### config.mk
export PLATFORM = sky130hd
export DESIGN_NAME = pfcs_host
export DESIGN_NICKNAME = d
export VERILOG_FILES = /design/src/hdl/pfcs_host.v
export VERILOG_INCLUDE_DIRS = /design/src /design/src/hdl
export SDC_FILE = /design/constraint.sdc
export NUM_CORES = 1
export LEC_CHECK = 0
export BUFFER_PORTS_ARGS = -buffer_cell sky130_fd_sc_hd__buf_2
export CAP_MARGIN = 20
export CORE_ASPECT_RATIO = 0.7
export CORE_MARGIN = 3
export CORE_UTILIZATION = 57
export DETAILED_ROUTE_END_ITERATION = 10
export GPL_ROUTABILITY_DRIVEN = 0
export PLACE_DENSITY = 0.83
export SYNTH_ARGS = -nofsm -noshare
export SYNTH_HDL_FRONTEND = slang
export SYNTH_SLANG_ARGS = --single-unit
### constraint.sdc
create_clock -name ref_clk -period 3.3 [get_ports ref_clk]
set_input_delay 0.66 -clock ref_clk [delete_from_list [all_inputs] [get_ports ref_clk]]
set_output_delay 0.66 -clock ref_clk [all_outputs]
set_load 0.02 [all_outputs]
### src/hdl/pfcs_regs.vh
`ifndef PFCS_REGS_VH
`define PFCS_REGS_VH
`define PFCS_CLK_MHZ        20
`define PFCS_NS2CYC(ns)     ((((ns) * `PFCS_CLK_MHZ) + 999) / 1000)
`define PFCS_T_SETUP_NS     50
`define PFCS_T_WP_NS        100
`define PFCS_T_HOLD_NS      50
`define PFCS_T_RD_NS        100
`define PFCS_T_GAP_NS       50
`define PFCS_PROG_MAX_US    30
`define PFCS_PROG_TMO_CYC   (`PFCS_PROG_MAX_US * `PFCS_CLK_MHZ)
`define PFCS_ERASE_MAX_MS   100
`define PFCS_ERASE_TMO_CYC  (`PFCS_ERASE_MAX_MS * 1000 * `PFCS_CLK_MHZ)
`define PFCS_CONFIRM_READS  2
`define PFCS_UNLOCK1_ADDR   16'h5555
`define PFCS_UNLOCK2_ADDR   16'h2AAA
`define PFCS_UNLOCK1_DATA   8'hAA
`define PFCS_UNLOCK2_DATA   8'h55
`define PFCS_CMD_PROG       8'hA0
`define PFCS_CMD_ERASE_SET  8'h80
`define PFCS_CMD_SECTOR     8'h30
`define PFCS_CMD_CHIP       8'h10
`define PFCS_SECTOR_LSB     12
`define PFCS_OP_READ        2'h0
`define PFCS_OP_PROG        2'h1
`define PFCS_OP_SECTOR      2'h2
`define PFCS_OP_CHIP        2'h3
`define PFCS_POLL_BIT       7
`define PFCS_ALT_BIT        6
`endif

### src/hdl/pfcs_host.v
`timescale 1ns/1ps
`default_nettype none
`include "pfcs_regs.vh"
module pfcs_host #(
  parameter AW        = 17,
  parameter ERASE_TMO = `PFCS_ERASE_TMO_CYC
) (
  input  wire          ref_clk,
  input  wire          rst,
  input  wire          cmd_valid,
  input  wire [1:0]    cmd_op,
  input  wire [AW-1:0] cmd_addr,
  input  wire [7:0]    cmd_data,
  output reg           cmd_ready_reg,
  output reg           rsp_valid_reg,
  output reg  [7:0]    rsp_data_reg,
  output reg           rsp_fail_reg,
  output reg  [AW-1:0] flash_addr_reg,
  output reg  [7:0]    flash_dq_out_reg,
  output reg           flash_dq_oe_n_reg,
  input  wire [7:0]    flash_dq_in,
  output reg           flash_ce_n_reg,
  output reg           flash_oe_n_reg,
  output reg           flash_we_n_reg
);

  localparam [2:0] ST_IDLE  = 3'h0;
  localparam [2:0] ST_WSET  = 3'h1;
  localparam [2:0] ST_WLOW  = 3'h2;
  localparam [2:0] ST_WHOLD = 3'h3;
  localparam [2:0] ST_RACC  = 3'h4;
  localparam [2:0] ST_GAP   = 3'h5;

  localparam integer SETUP_I = `PFCS_NS2CYC(`PFCS_T_SETUP_NS);
  localparam integer WP_I    = `PFCS_NS2CYC(`PFCS_T_WP_NS);
  localparam integer HOLD_I  = `PFCS_NS2CYC(`PFCS_T_HOLD_NS);
  localparam integer RD_I    = `PFCS_NS2CYC(`PFCS_T_RD_NS);
  localparam integer GAP_I   = `PFCS_NS2CYC(`PFCS_T_GAP_NS);
  localparam integer PTMO_I  = `PFCS_PROG_TMO_CYC;
  localparam integer ETMO_I  = ERASE_TMO;
  localparam integer CONF_I  = `PFCS_CONFIRM_READS;

  // counters are narrower than an integer; the spare upper bits are cut on purpose
  localparam [7:0]  C_SETUP  = SETUP_I[7:0];
  localparam [7:0]  C_WP     = WP_I[7:0];
  localparam [7:0]  C_HOLD   = HOLD_I[7:0];
  localparam [7:0]  C_RD     = RD_I[7:0];
  localparam [7:0]  C_GAP    = GAP_I[7:0];
  localparam [21:0] C_PTMO   = PTMO_I[21:0];
  localparam [21:0] C_ETMO   = ETMO_I[21:0];
  localparam [1:0]  C_CONF   = CONF_I[1:0];

  reg [2:0]    state_reg;
  reg [7:0]    cnt_reg;
  reg [21:0]   tmo_reg;
  reg [1:0]    op_reg;
  reg [2:0]    step_reg;
  reg [AW-1:0] addr_reg;
  reg [7:0]    data_reg;
  reg          polling_reg;
  reg          first_reg;
  reg          prev_alt_reg;
  reg [1:0]    good_reg;

  wire [AW-1:0] unlock1 = {{(AW-16){1'b0}}, `PFCS_UNLOCK1_ADDR};
  wire [AW-1:0] unlock2 = {{(AW-16){1'b0}}, `PFCS_UNLOCK2_ADDR};
  wire [AW-1:0] sector  = {addr_reg[AW-1:`PFCS_SECTOR_LSB], {`PFCS_SECTOR_LSB{1'b0}}};

  // address and data of each guarded cycle; step 3 of a program is the target
  function [AW+7:0] seq_word;
    input [1:0] op;
    input [2:0] step;
    begin
      case (step)
        3'h0: seq_word = {unlock1, `PFCS_UNLOCK1_DATA};
        3'h1: seq_word = {unlock2, `PFCS_UNLOCK2_DATA};
        3'h2: seq_word = {unlock1, (op == `PFCS_OP_PROG) ? `PFCS_CMD_PROG : `PFCS_CMD_ERASE_SET};
        3'h3: seq_word = (op == `PFCS_OP_PROG) ? {addr_reg, data_reg}
                                               : {unlock1, `PFCS_UNLOCK1_DATA};
        3'h4: seq_word = {unlock2, `PFCS_UNLOCK2_DATA};
        3'h5: seq_word = (op == `PFCS_OP_SECTOR) ? {sector, `PFCS_CMD_SECTOR}
                                                 : {unlock1, `PFCS_CMD_CHIP};
        default: seq_word = {unlock1, `PFCS_UNLOCK1_DATA};
      endcase
    end
  endfunction

  wire [2:0]    last_step = (op_reg == `PFCS_OP_PROG) ? 3'h3 : 3'h5;
  wire [AW+7:0] word      = seq_word(op_reg, step_reg);
  // expected polling bit: true data bit after program, one after erase
  wire          exp_poll  = (op_reg == `PFCS_OP_PROG) ? data_reg[`PFCS_POLL_BIT] : 1'b1;
  wire          poll_ok   = (flash_dq_in[`PFCS_POLL_BIT] == exp_poll) &&
                            (flash_dq_in[`PFCS_ALT_BIT] == prev_alt_reg) && !first_reg;
  wire [21:0]   tmo_limit = (op_reg == `PFCS_OP_PROG) ? C_PTMO : C_ETMO;

  always @(posedge ref_clk)
  begin
    if (rst)
    begin
      state_reg         <= ST_IDLE;
      cnt_reg           <= 8'h00;
      tmo_reg           <= 22'h000000;
      op_reg            <= `PFCS_OP_READ;
      step_reg          <= 3'h0;
      addr_reg          <= {AW{1'b0}};
      data_reg          <= 8'h00;
      polling_reg       <= 1'b0;
      first_reg         <= 1'b1;
      prev_alt_reg      <= 1'b0;
      good_reg          <= 2'h0;
      cmd_ready_reg     <= 1'b0;
      rsp_valid_reg     <= 1'b0;
      rsp_data_reg      <= 8'h00;
      rsp_fail_reg      <= 1'b0;
      flash_addr_reg    <= {AW{1'b0}};
      flash_dq_out_reg  <= 8'h00;
      flash_dq_oe_n_reg <= 1'b1;
      flash_ce_n_reg    <= 1'b1;
      flash_oe_n_reg    <= 1'b1;
      flash_we_n_reg    <= 1'b1;
    end
    else
    begin
      rsp_valid_reg <= 1'b0;
      cnt_reg       <= cnt_reg + 8'h01;
      if (polling_reg)
        tmo_reg <= tmo_reg + 22'h000001;
      case (state_reg)
        ST_IDLE:
        begin
          cnt_reg        <= 8'h00;
          flash_ce_n_reg <= 1'b1;
          // new commands only once the previous operation reported done
          cmd_ready_reg  <= 1'b1;
          if (cmd_valid && cmd_ready_reg)
          begin
            cmd_ready_reg <= 1'b0;
            op_reg        <= cmd_op;
            addr_reg      <= cmd_addr;
            data_reg      <= cmd_data;
            step_reg      <= 3'h0;
            first_reg     <= 1'b1;
            good_reg      <= 2'h0;
            tmo_reg       <= 22'h000000;
            if (cmd_op == `PFCS_OP_READ)
            begin
              flash_addr_reg <= cmd_addr;
              flash_ce_n_reg <= 1'b0;
              flash_oe_n_reg <= 1'b0;
              state_reg      <= ST_RACC;
            end
            else
              state_reg <= ST_WSET;
          end
        end
        ST_WSET:
        begin
          // gate stays high and the strobe high while address settles
          flash_oe_n_reg    <= 1'b1;
          flash_ce_n_reg    <= 1'b0;
          flash_addr_reg    <= word[AW+7:8];
          flash_dq_out_reg  <= word[7:0];
          flash_dq_oe_n_reg <= 1'b0;
          // a full setup cycle, so the strobe never falls on the edge that moves the address
          if (cnt_reg == C_SETUP)
          begin
            cnt_reg        <= 8'h00;
            flash_we_n_reg <= 1'b0;
            state_reg      <= ST_WLOW;
          end
        end
        ST_WLOW:
        begin
          if (cnt_reg == C_WP - 8'h01)
          begin
            cnt_reg        <= 8'h00;
            flash_we_n_reg <= 1'b1;
            state_reg      <= ST_WHOLD;
          end
        end
        ST_WHOLD:
        begin
          // address and data held past the strobe rise so the latch is clean
          if (cnt_reg == C_HOLD - 8'h01)
          begin
            cnt_reg           <= 8'h00;
            flash_ce_n_reg    <= 1'b1;
            flash_dq_oe_n_reg <= 1'b1;
            state_reg         <= ST_GAP;
            if (step_reg == last_step)
              polling_reg <= 1'b1;
            else
              step_reg <= step_reg + 3'h1;
          end
        end
        ST_GAP:
        begin
          if (cnt_reg == C_GAP - 8'h01)
          begin
            cnt_reg <= 8'h00;
            if (polling_reg)
            begin
              // status read inside what the operation changes, so true data reads back as done
              flash_addr_reg <= (op_reg == `PFCS_OP_PROG)   ? addr_reg :
                                (op_reg == `PFCS_OP_SECTOR) ? sector : unlock1;
              flash_ce_n_reg <= 1'b0;
              flash_oe_n_reg <= 1'b0;
              state_reg      <= ST_RACC;
            end
            else
              state_reg <= ST_WSET;
          end
        end
        ST_RACC:
        begin
          if (cnt_reg == C_RD - 8'h01)
          begin
            cnt_reg        <= 8'h00;
            flash_ce_n_reg <= 1'b1;
            flash_oe_n_reg <= 1'b1;
            if (!polling_reg)
            begin
              rsp_valid_reg <= 1'b1;
              rsp_data_reg  <= flash_dq_in;
              rsp_fail_reg  <= 1'b0;
              state_reg     <= ST_IDLE;
            end
            else
            begin
              first_reg    <= 1'b0;
              prev_alt_reg <= flash_dq_in[`PFCS_ALT_BIT];
              // an apparent finish is only believed after two more clean reads
              if (poll_ok && good_reg == C_CONF)
              begin
                polling_reg   <= 1'b0;
                rsp_valid_reg <= 1'b1;
                rsp_data_reg  <= flash_dq_in;
                rsp_fail_reg  <= 1'b0;
                state_reg     <= ST_IDLE;
              end
              else if (tmo_reg >= tmo_limit)
              begin
                // a stuck flash is left to the user; no abort sequence exists
                polling_reg   <= 1'b0;
                rsp_valid_reg <= 1'b1;
                rsp_data_reg  <= flash_dq_in;
                rsp_fail_reg  <= 1'b1;
                state_reg     <= ST_IDLE;
              end
              else
              begin
                good_reg  <= poll_ok ? good_reg + 2'h1 : 2'h0;
                state_reg <= ST_GAP;
              end
            end
          end
        end
        default:
        begin
          state_reg <= ST_IDLE;
        end
      endcase
    end
  end

endmodule // pfcs_host
`default_nettype wire

; Word level (Yosys, flattened, before mapping)
; Cells that the tools add are included.
; W data, S select, Z words.
[word_totals]
regBits = 108
output_inout_bits = 40
elab_cells = 168
input_bits = 38
[classes]
n_lt_le_gt_ge = 1
bitwise = 2
muxes = 76
n_addsub = 4
reduce_logical = 33
eq_ne = 31
[ops]
columns = operator, count
row1 = $mux W17, 6
row2 = $pmux W25 S4, 1
row3 = $mux W22, 3
row4 = $pmux W17 S3, 1
row5 = $mux W25, 2
row6 = $mux W3, 15
row7 = $mux W8, 5
row8 = $ne A2 B2 Y1 const B, 13
row9 = $mux W1, 25
row10 = $pmux W8 S3, 1
row11 = $add A22 B1 Y22 const B, 1
row12 = $ge A22 B21 Y1, 1
row13 = $mux W21, 1
row14 = $pmux W3 S6, 1
row15 = $reduce_and A6 Y1, 3
row16 = $eq A3 B2 Y1 const B, 4
row17 = $eq A3 B3 Y1 const B, 4
row18 = $mux W2, 6
row19 = $reduce_and A4 Y1, 3
row20 = $reduce_and A5 Y1, 2
row21 = $reduce_bool A2 Y1, 5
row22 = $reduce_and A3 Y1, 3
row23 = $add A8 B1 Y8 const B, 1
row24 = $eq A8 B1 Y1 const B, 1
row25 = other kinds (26), 39

; Longest topological paths before layout
; Gate-level depths: netlist (run 1).
[logic_depth]
ltp_word = 11
depth_mapped = 10
depth_no_buf = 8

; Least setup slack after synthesis (run 1)
; No wires, ideal clock.
[synth_path]
kind = register to register
start = register op_reg[0]
end = register good_reg[0]
required_time_ns = 3.177
stages_incl_launch_ff = 10
arrival_time_ns = 2.441
period_less_slack_ns = 2.564
slack_ns = 0.736
cell_sequence = dfxtp_1 -> nor2b_4 -> inv_2 -> clkbuf_1 -> ha_1 -> maj3_1 -> o31a_1 -> o311ai_2 -> a31o_2 -> mux2_1
[synth_between]
elab_chain_cells = 11
elab_cells_between_ends = 17
cone_classes = order compare: 1 / eq/ne: 4 / mux: 8 / reduce/logical: 4
[synth_lines]
columns = element, line
row1 = "start, declared", pfcs_host.v:56  ; reg [1:0] op_reg;
row2 = "start signal, assigned", pfcs_host.v:103  ; op_reg <= `PFCS_OP_READ;
row3 = "start signal, assigned", pfcs_host.v:138  ; op_reg <= cmd_op;
row4 = $eq A2 B1 Y1 (no line) (*), n/a
row5 = "parallel branches: the longest is 10 deep, another holds $ge A22 B21 Y1", n/a
row6 = "end signal, assigned", pfcs_host.v:252  ; good_reg <= poll_ok ? good_reg + 2'h1 : 2'h0;
row7 = "end, declared", pfcs_host.v:63  ; reg [1:0] good_reg;
; Mark *: on every way between the ends. The select of a mux whose other input is x is not followed.
; A chain may end at the register's enable or synchronous reset.

; Worst setup path in the final report (run 1)
[layout_path]
start = register op_reg[0]
end = register rsp_data_reg[3]
[layout_between]
elab_chain_cells = 8
elab_cells_between_ends = 12
cone_classes = order compare: 1 / eq/ne: 3 / mux: 4 / reduce/logical: 4
[layout_lines]
columns = element, line
row1 = $eq A2 B1 Y1 (no line) (*), n/a
row2 = "parallel branches: the longest is 7 deep, another holds $ge A22 B21 Y1", n/a
row3 = "end signal, assigned", pfcs_host.v:224  ; rsp_data_reg <= flash_dq_in;
row4 = "end signal, assigned", pfcs_host.v:237  ; rsp_data_reg <= flash_dq_in;
row5 = "end signal, assigned", pfcs_host.v:246  ; rsp_data_reg <= flash_dq_in;
row6 = "end, declared", pfcs_host.v:16  ; output reg [7:0] rsp_data_reg,
; Mark *: on every way between the ends.

==> results of run 1 <==
==> logic make-up after synthesis <==
family | after synthesis | synth area share (%)
AND/OR/NAND/NOR | 272 | 23.91
XOR/XNOR | 28 | 4.649
flip-flops | 108 | 40.99
adder cells (fa/ha/maj) | 16 | 3.700
AO/OA/AOI/OAI | 149 | 19.24
multiplexers | 17 | 3.297
buffers and inverters | 56 | 4.222
==> cells in the mapped netlist, drive strengths merged, types with 3 or more instances <==
master and instances:
and3 12, nand4 8, xor2 20, nor4 3
dfxtp 108, o21bai 4, mux2 3, nor3 11
nor2 82, a2111oi 3, nor2b 11, a221oi 11
xnor2 8, a211oi 14, nand2 89, nand3 18
buf 7, or3 5, o21a 4, mux2i 14
o21ai 20, ha 14, a311oi 10, nand2b 24
inv 15, o211ai 9, clkbuf 34, a21oi 51
==> per-layer routing <==
layer  wire [um]  track usage, %  share of wire (%)  vias up
met5           0               0                  0        -
met4         206           8.745                1.6        0
met3         892           6.067                6.9       23
met2        6082           41.43                 47      187
met1        5665           33.17                 44     2223
li1            -               -                  -     2372
==> critical path, cell delays in order, from the launching register on <==
cell and delay (ns):
dfxtp_1 0.37, nor2b_4 0.34, inv_2 0.23, ha_1 0.33
o21ai_0 0.07, a2111oi_1 0.46, o311ai_2 0.25, a311oi_2 0.29
buf_4 0.25, mux2i_1 0.22
==> report_power, final <==
part           leakage, nW  total (mW)  internal, mW  switching [mW]
registers            0.876        1.41          1.36          0.0435
logic                 1.29       0.407         0.151           0.257
clock network        0.145        1.10         0.627           0.468
==> metrics by stage <==
step / hold WS (ns) / std cells
after global routing: 0.4843 / 827
after detailed placement: 0.4468 / 812
after CTS: 0.4565 / 827
final: 0.4558 / 827
after global placement: 0.4415 / 812
after floorplan: 0.4332 / 646
==> how the worst max path moves through the flow <==
stage                           startpoint                           end  slack [ns]  cells past startpoint
floorplan           op_reg[0]$_SDFFE_PP0P_      good_reg[0]$_SDFFE_PP0P_        0.74                      9
global placement    op_reg[0]$_SDFFE_PP0P_      good_reg[1]$_SDFFE_PP0P_        0.56                      8
detailed placement  op_reg[0]$_SDFFE_PP0P_      good_reg[0]$_SDFFE_PP0P_        0.45                      8
CTS                 op_reg[0]$_SDFFE_PP0P_  rsp_data_reg[3]$_SDFFE_PP0P_        0.41                      9
global route        op_reg[0]$_SDFFE_PP0P_  rsp_data_reg[3]$_SDFFE_PP0P_        0.13                      9
finish              op_reg[0]$_SDFFE_PP0P_  rsp_data_reg[3]$_SDFFE_PP0P_        0.42                      9
==> final cells by class <==
cell class | instances | share of cell area, %
clock buffers | 12 | 4.258
clock inverters | 3 | 0.7684
inverters | 15 | 0.9346
multi-input cells | 482 | 48.02
flip-flops and latches | 108 | 35.89
well taps | 120 | 2.492
repair buffers | 87 | 7.643
==> run_results.csv, run 1 <==
group,metric,value,unit
outcome,outcome,"completed",
layout,multi_input_area,2893,um^2
clocking,cts_setup_buffers,0,
layout,diodes,0,
floorplanning,rows,28,
clocking,cts_buffers,9,
worst_setup_path,worstRegToRegCells,9,
hold_path,min_path_type,"reg -> reg",
global_route,grt_overflow,0,
hold_path,holdPathStages,2,
timing,finalCritPeriodShare,87.33,%
floorplanning,io_pins,78,
floorplanning,die_y,86.49,um
logic_synthesis,synth-edff-count,0,
logic_synthesis,synth-async-reset-ratio,0,%
global_route,grtUsageTotal,25.35,%
layout,final_nets,755,
power_and_ir_drop,ir_worst_vdd,341.7,uV
hold_path,hold_end,"data_reg[0]$_SDFFE_PP0P_",
placed_design,portBuffers,77,
placed_design,hpwl,9.184,mm
job,cap_violations,0,
worst_setup_path,cp_data_required_time,3.57,ns
logic_synthesis,syn_area,5275,um^2
clocking,htree_levels,3,
timing,rsz0062_at_grt,"no",
timing,setup_ws,0.4182,ns
layout,final_cell_area,6025,um^2
logic_synthesis,synth_top_area_cell,"dfxtp_1",
global_route,grt_max_degree,47,
worst_setup_path,crit_fanout,20,
floorplanning,initial_utilization,60.47,%
logic_synthesis,synth-seq-cells,108,
placed_design,post-place-ws,0.4465,ns
logic_synthesis,ys_seq_area_share,40.99,%
logic_synthesis,yosysTopAreaCellShare,40.99,%
layout,seq_area,2162,um^2
layout,final_util,69.06,%
worst_setup_path,start_kind,"flop",
timing,worstMarginPinSlew,0.8766,ns
route,drtIter0Drc,479,
global_route,antenna_found_initial,0,
floorplanning,dieArea,10460,um^2
clocking,cts_tree,"yes",
route,vias,4805,
timing,min_period,2.882,ns
power_and_ir_drop,p_total,2.911,mW
layout,layout_commonest_cell,"dfxtp_1",
timing,tns,0,ns
floorplanning,die_width,121.0,um
clocking,cts_hold_buf,0,
clocking,cts_num_sinks,108,
timing,fin_skew,0.004475,ns
logic_synthesis,ys.flop_type,"dfxtp_1",
logic_synthesis,synth_cell_types,63,
clocking,cts-root-buf,"clkbuf_16",
timing,hold_viol,0,
route,dr.pass1.iters,7,
logic_synthesis,syn_inst,646,
worst_setup_path,rr_endpoint,"rsp_data_reg[3]$_SDFFE_PP0P_",
clocking,cts_max_path_buffers,2,
layout,most-common-layout-cells,"dfxtp_1, nand2_1, nor2_1, buf_2, a21oi_1",
layout,areaGrowthSynthToFinish,14.21,%
worst_setup_path,reg2reg_from,"op_reg[0]$_SDFFE_PP0P_",
floorplanning,core,8723,um^2
worst_setup_path,cp-end-kind,"flop",
layout,largest_reg_flops,22,
route,ant_nets,0,
logic_synthesis,synth_warnings,0,
route,routedWlPerCell,15.53,um
logic_synthesis,syn_avg_cell_area,8.166,um^2
logic_synthesis,synth_nets,698,
layout,fill_cells,695,
logic_synthesis,synthTopCellsByArea,"dfxtp_1, nand2_1, nor2_1",
route,vias_per_cell,5.810,
clocking,cts.reportedPaths.clkPinSlew,0.07,ns
power_and_ir_drop,leakage,2.311,nW
worst_setup_path,r2r_slack,0.42,ns
power_and_ir_drop,power.density,483.1,nW/um^2
route,drt_wl_total,12.85,mm
timing,fmax,0.3470,GHz
clocking,post_cts_resized,0,
placed_design,dpl_cell_area,5722,um^2
timing,relSlewSlack,40.76,%
timing,drv_slew,0,
worst_setup_path,path_class,"reg -> reg",
timing,finalSetupViolCount,0,
global_route,grt_pass1_wl,21.52,mm
worst_setup_path,cp.arrival,3.15,ns
layout,drive_gt1_share,16.27,%
hold_path,hold_start,"data_reg[0]$_SDFFE_PP0P_",
route,drc,0,
global_route,first_global_vias,4581,
clocking,clk_latency,0.35,ns
No activity file was read; power rests on OpenSTA's default activity.
==> run 2, diff against run 1 <==
--- a/config.mk
+++ b/config.mk
@@ -13,7 +13,7 @@
 export CORE_UTILIZATION = 57
 export DETAILED_ROUTE_END_ITERATION = 10
 export GPL_ROUTABILITY_DRIVEN = 0
-export PLACE_DENSITY = 0.83
+export PLACE_DENSITY = 0.82
 export SYNTH_ARGS = -nofsm -noshare
 export SYNTH_HDL_FRONTEND = slang
 export SYNTH_SLANG_ARGS = --single-unit
==> run 2 against run 1 <==
- sequential cell count unchanged
- sequential power about the same
- core utilization about the same
- non-clock buffer count is the same
- count of clock-buffer cells in the layout decreased by 3
- fmax shrank 1.8%
- register-to-register slack got worse by 0.05 ns
- critical path depth did not move
- sequential share of layout area hardly changed
==> run_results.csv, run 2 (same netlist as run 1, synthesis figures left out) <==
group,metric,value,unit
route,vias,4833,
power_and_ir_drop,switchingPower,0.7851,mW
global_route,grt_overflow,0,
power_and_ir_drop,p_sw_share,27.15,%
clocking,htree_levels,3,
timing,drv_slew,0,
layout,final_nets,755,
power_and_ir_drop,power.density,480.3,nW/um^2
layout,multi_input_area,2893,um^2
outcome,outcome,"completed",
clocking,cts_num_sinks,108,
global_route,grtUsageTotal,24.77,%
clocking,cts_hold_buf,0,
global_route,grt_pass1_wl,21.22,mm
layout,final_cell_area,6022,um^2
worst_setup_path,path_class,"reg -> reg",
timing,hold_viol,0,
timing,relSlewSlack,42.05,%
floorplanning,core,8723,um^2
timing,worstMarginPinSlew,0.8693,ns
route,dr.pass1.iters,5,
layout,largest_reg_flops,22,
layout,drive_gt1_share,16.53,%
floorplanning,die_y,86.49,um
route,ant_nets,0,
timing,fmax,0.3408,GHz
timing,tns,0,ns
power_and_ir_drop,ir_worst_vdd,308.9,uV
floorplanning,rows,28,
global_route,first_global_vias,4520,
timing,finalCritPeriodShare,88.93,%
layout,fill_cells,685,
worst_setup_path,crit_fanout,20,
worst_setup_path,cp_data_required_time,3.56,ns
route,drtIter0Drc,457,
route,vias_per_cell,5.837,
timing,finalSetupViolCount,0,
placed_design,hpwl,9.220,mm
route,routedWlPerCell,15.45,um
layout,layout_commonest_cell,"dfxtp_1",
clocking,cts_tree,"yes",
layout,most-common-layout-cells,"dfxtp_1, nand2_1, nor2_1, buf_2, a21oi_1",
floorplanning,dieArea,10460,um^2
timing,fin_skew,0.007859,ns
floorplanning,die_width,121.0,um
layout,seq_area,2162,um^2
timing,rsz0062_at_grt,"no",
clocking,cts_setup_buffers,0,
route,met3_length,873,um
global_route,grt_max_degree,46,
clocking,post_cts_resized,0,
worst_setup_path,cp-end-kind,"flop",
placed_design,portBuffers,77,
power_and_ir_drop,clkPwrFrac,37.2,%
clocking,clk_latency,0.34,ns
power_and_ir_drop,leakage,2.315,nW
power_and_ir_drop,power.internal,2.107,mW
hold_path,min_path_type,"reg -> reg",
worst_setup_path,start_kind,"flop",
timing,min_period,2.935,ns
placed_design,dpl_cell_area,5722,um^2
power_and_ir_drop,p_seq_share,48.6,%
route,drc,0,
clocking,cts-root-buf,"clkbuf_16",
global_route,antenna_found_initial,0,
layout,areaGrowthSynthToFinish,14.16,%
route,drt-met1-wl,5.773,mm
clocking,cts_buffers,9,
layout,diodes,0,
clocking,cts.reportedPaths.clkPinSlew,0.07,ns
clocking,cts_max_path_buffers,2,
job,cap_violations,0,
route,drt_wl_total,12.80,mm
floorplanning,io_pins,78,
power_and_ir_drop,p_total,2.892,mW
floorplanning,initial_utilization,60.47,%
power_and_ir_drop,pwr-share-comb,14.1,%
worst_setup_path,cp.arrival,3.20,ns
route,met2_wirelength,6.004,mm
route,top_layer_used,"met4",
[run 2: changes by cell type in the layout (fill, tap and decap cells not counted)]
cell        before  now
clkinv_2         0    2
clkbuf_8         2    0
clkinv_4         1    3
clkbuf_1         1    0
clkinvlp_4       1    0
inv_6            0    1
[run 2: per-layer routing]
metal  up-vias  global-route usage, %
met4         0                  7.099
met1      2277                  33.31
met2       168                  40.68
met3        20                  5.153
li1       2368                      -
met5         -                      0
[run 2: critical path: stages, from the launching register on]
cell and delay [ns]:
dfxtp_1 0.37, nor2b_4 0.36, inv_2 0.24, ha_1 0.33, o21ai_0 0.09, a2111oi_1 0.47, o311ai_2 0.25, a311oi_2 0.28
buf_4 0.24, mux2i_1 0.23
[run 2: worst paths after layout]
kind | slack [ns] | endpoint | start | depth (start not counted)
max | 0.37 | rsp_data_reg[7]$_SDFFE_PP0P_ | op_reg[0]$_SDFFE_PP0P_ | 9
min | 0.45 | flash_dq_out_reg[3]$_SDFFE_PP0P_ | flash_dq_out_reg[3]$_SDFFE_PP0P_ | 2
max reg2reg | 0.37 | rsp_data_reg[7]$_SDFFE_PP0P_ | op_reg[0]$_SDFFE_PP0P_ | 9
min reg2reg | 0.45 | flash_dq_out_reg[3]$_SDFFE_PP0P_ | flash_dq_out_reg[3]$_SDFFE_PP0P_ | 2
[run 2: final cells by class]
type	instances	area share (%)
Multi-Input combinational cell	482	48.04
Clock inverter	7	1.247
Sequential cell	108	35.90
Clock buffer	9	3.740
Timing Repair Buffer	87	7.646
Inverter	15	0.9350
Tap cell	120	2.493
[run 2: power groups by stage]
stage | Sequential [mW] | Clock [mW] | Combinational [mW]
CTS | 1.41 | 1.09 | 0.407
global placement | 1.43 | 0 | 0.392
finish | 1.41 | 1.08 | 0.409
floorplan | 1.47 | 0 | 0.244
detailed placement | 1.44 | 0 | 0.405
global route | 1.41 | 1.14 | 0.450
[run 2: through the flow]
stage	std cells	util [%]	setup slack (ns)	hold slack [ns]
after floorplan	646	-	0.7361	0.4332
after detailed placement	812	65.59	0.3948	0.4455
after global routing	828	69.03	0.1229	0.4655
after global placement	812	65.59	0.5774	0.4375
final	828	69.03	0.3654	0.4535
after CTS	828	69.03	0.3675	0.4536
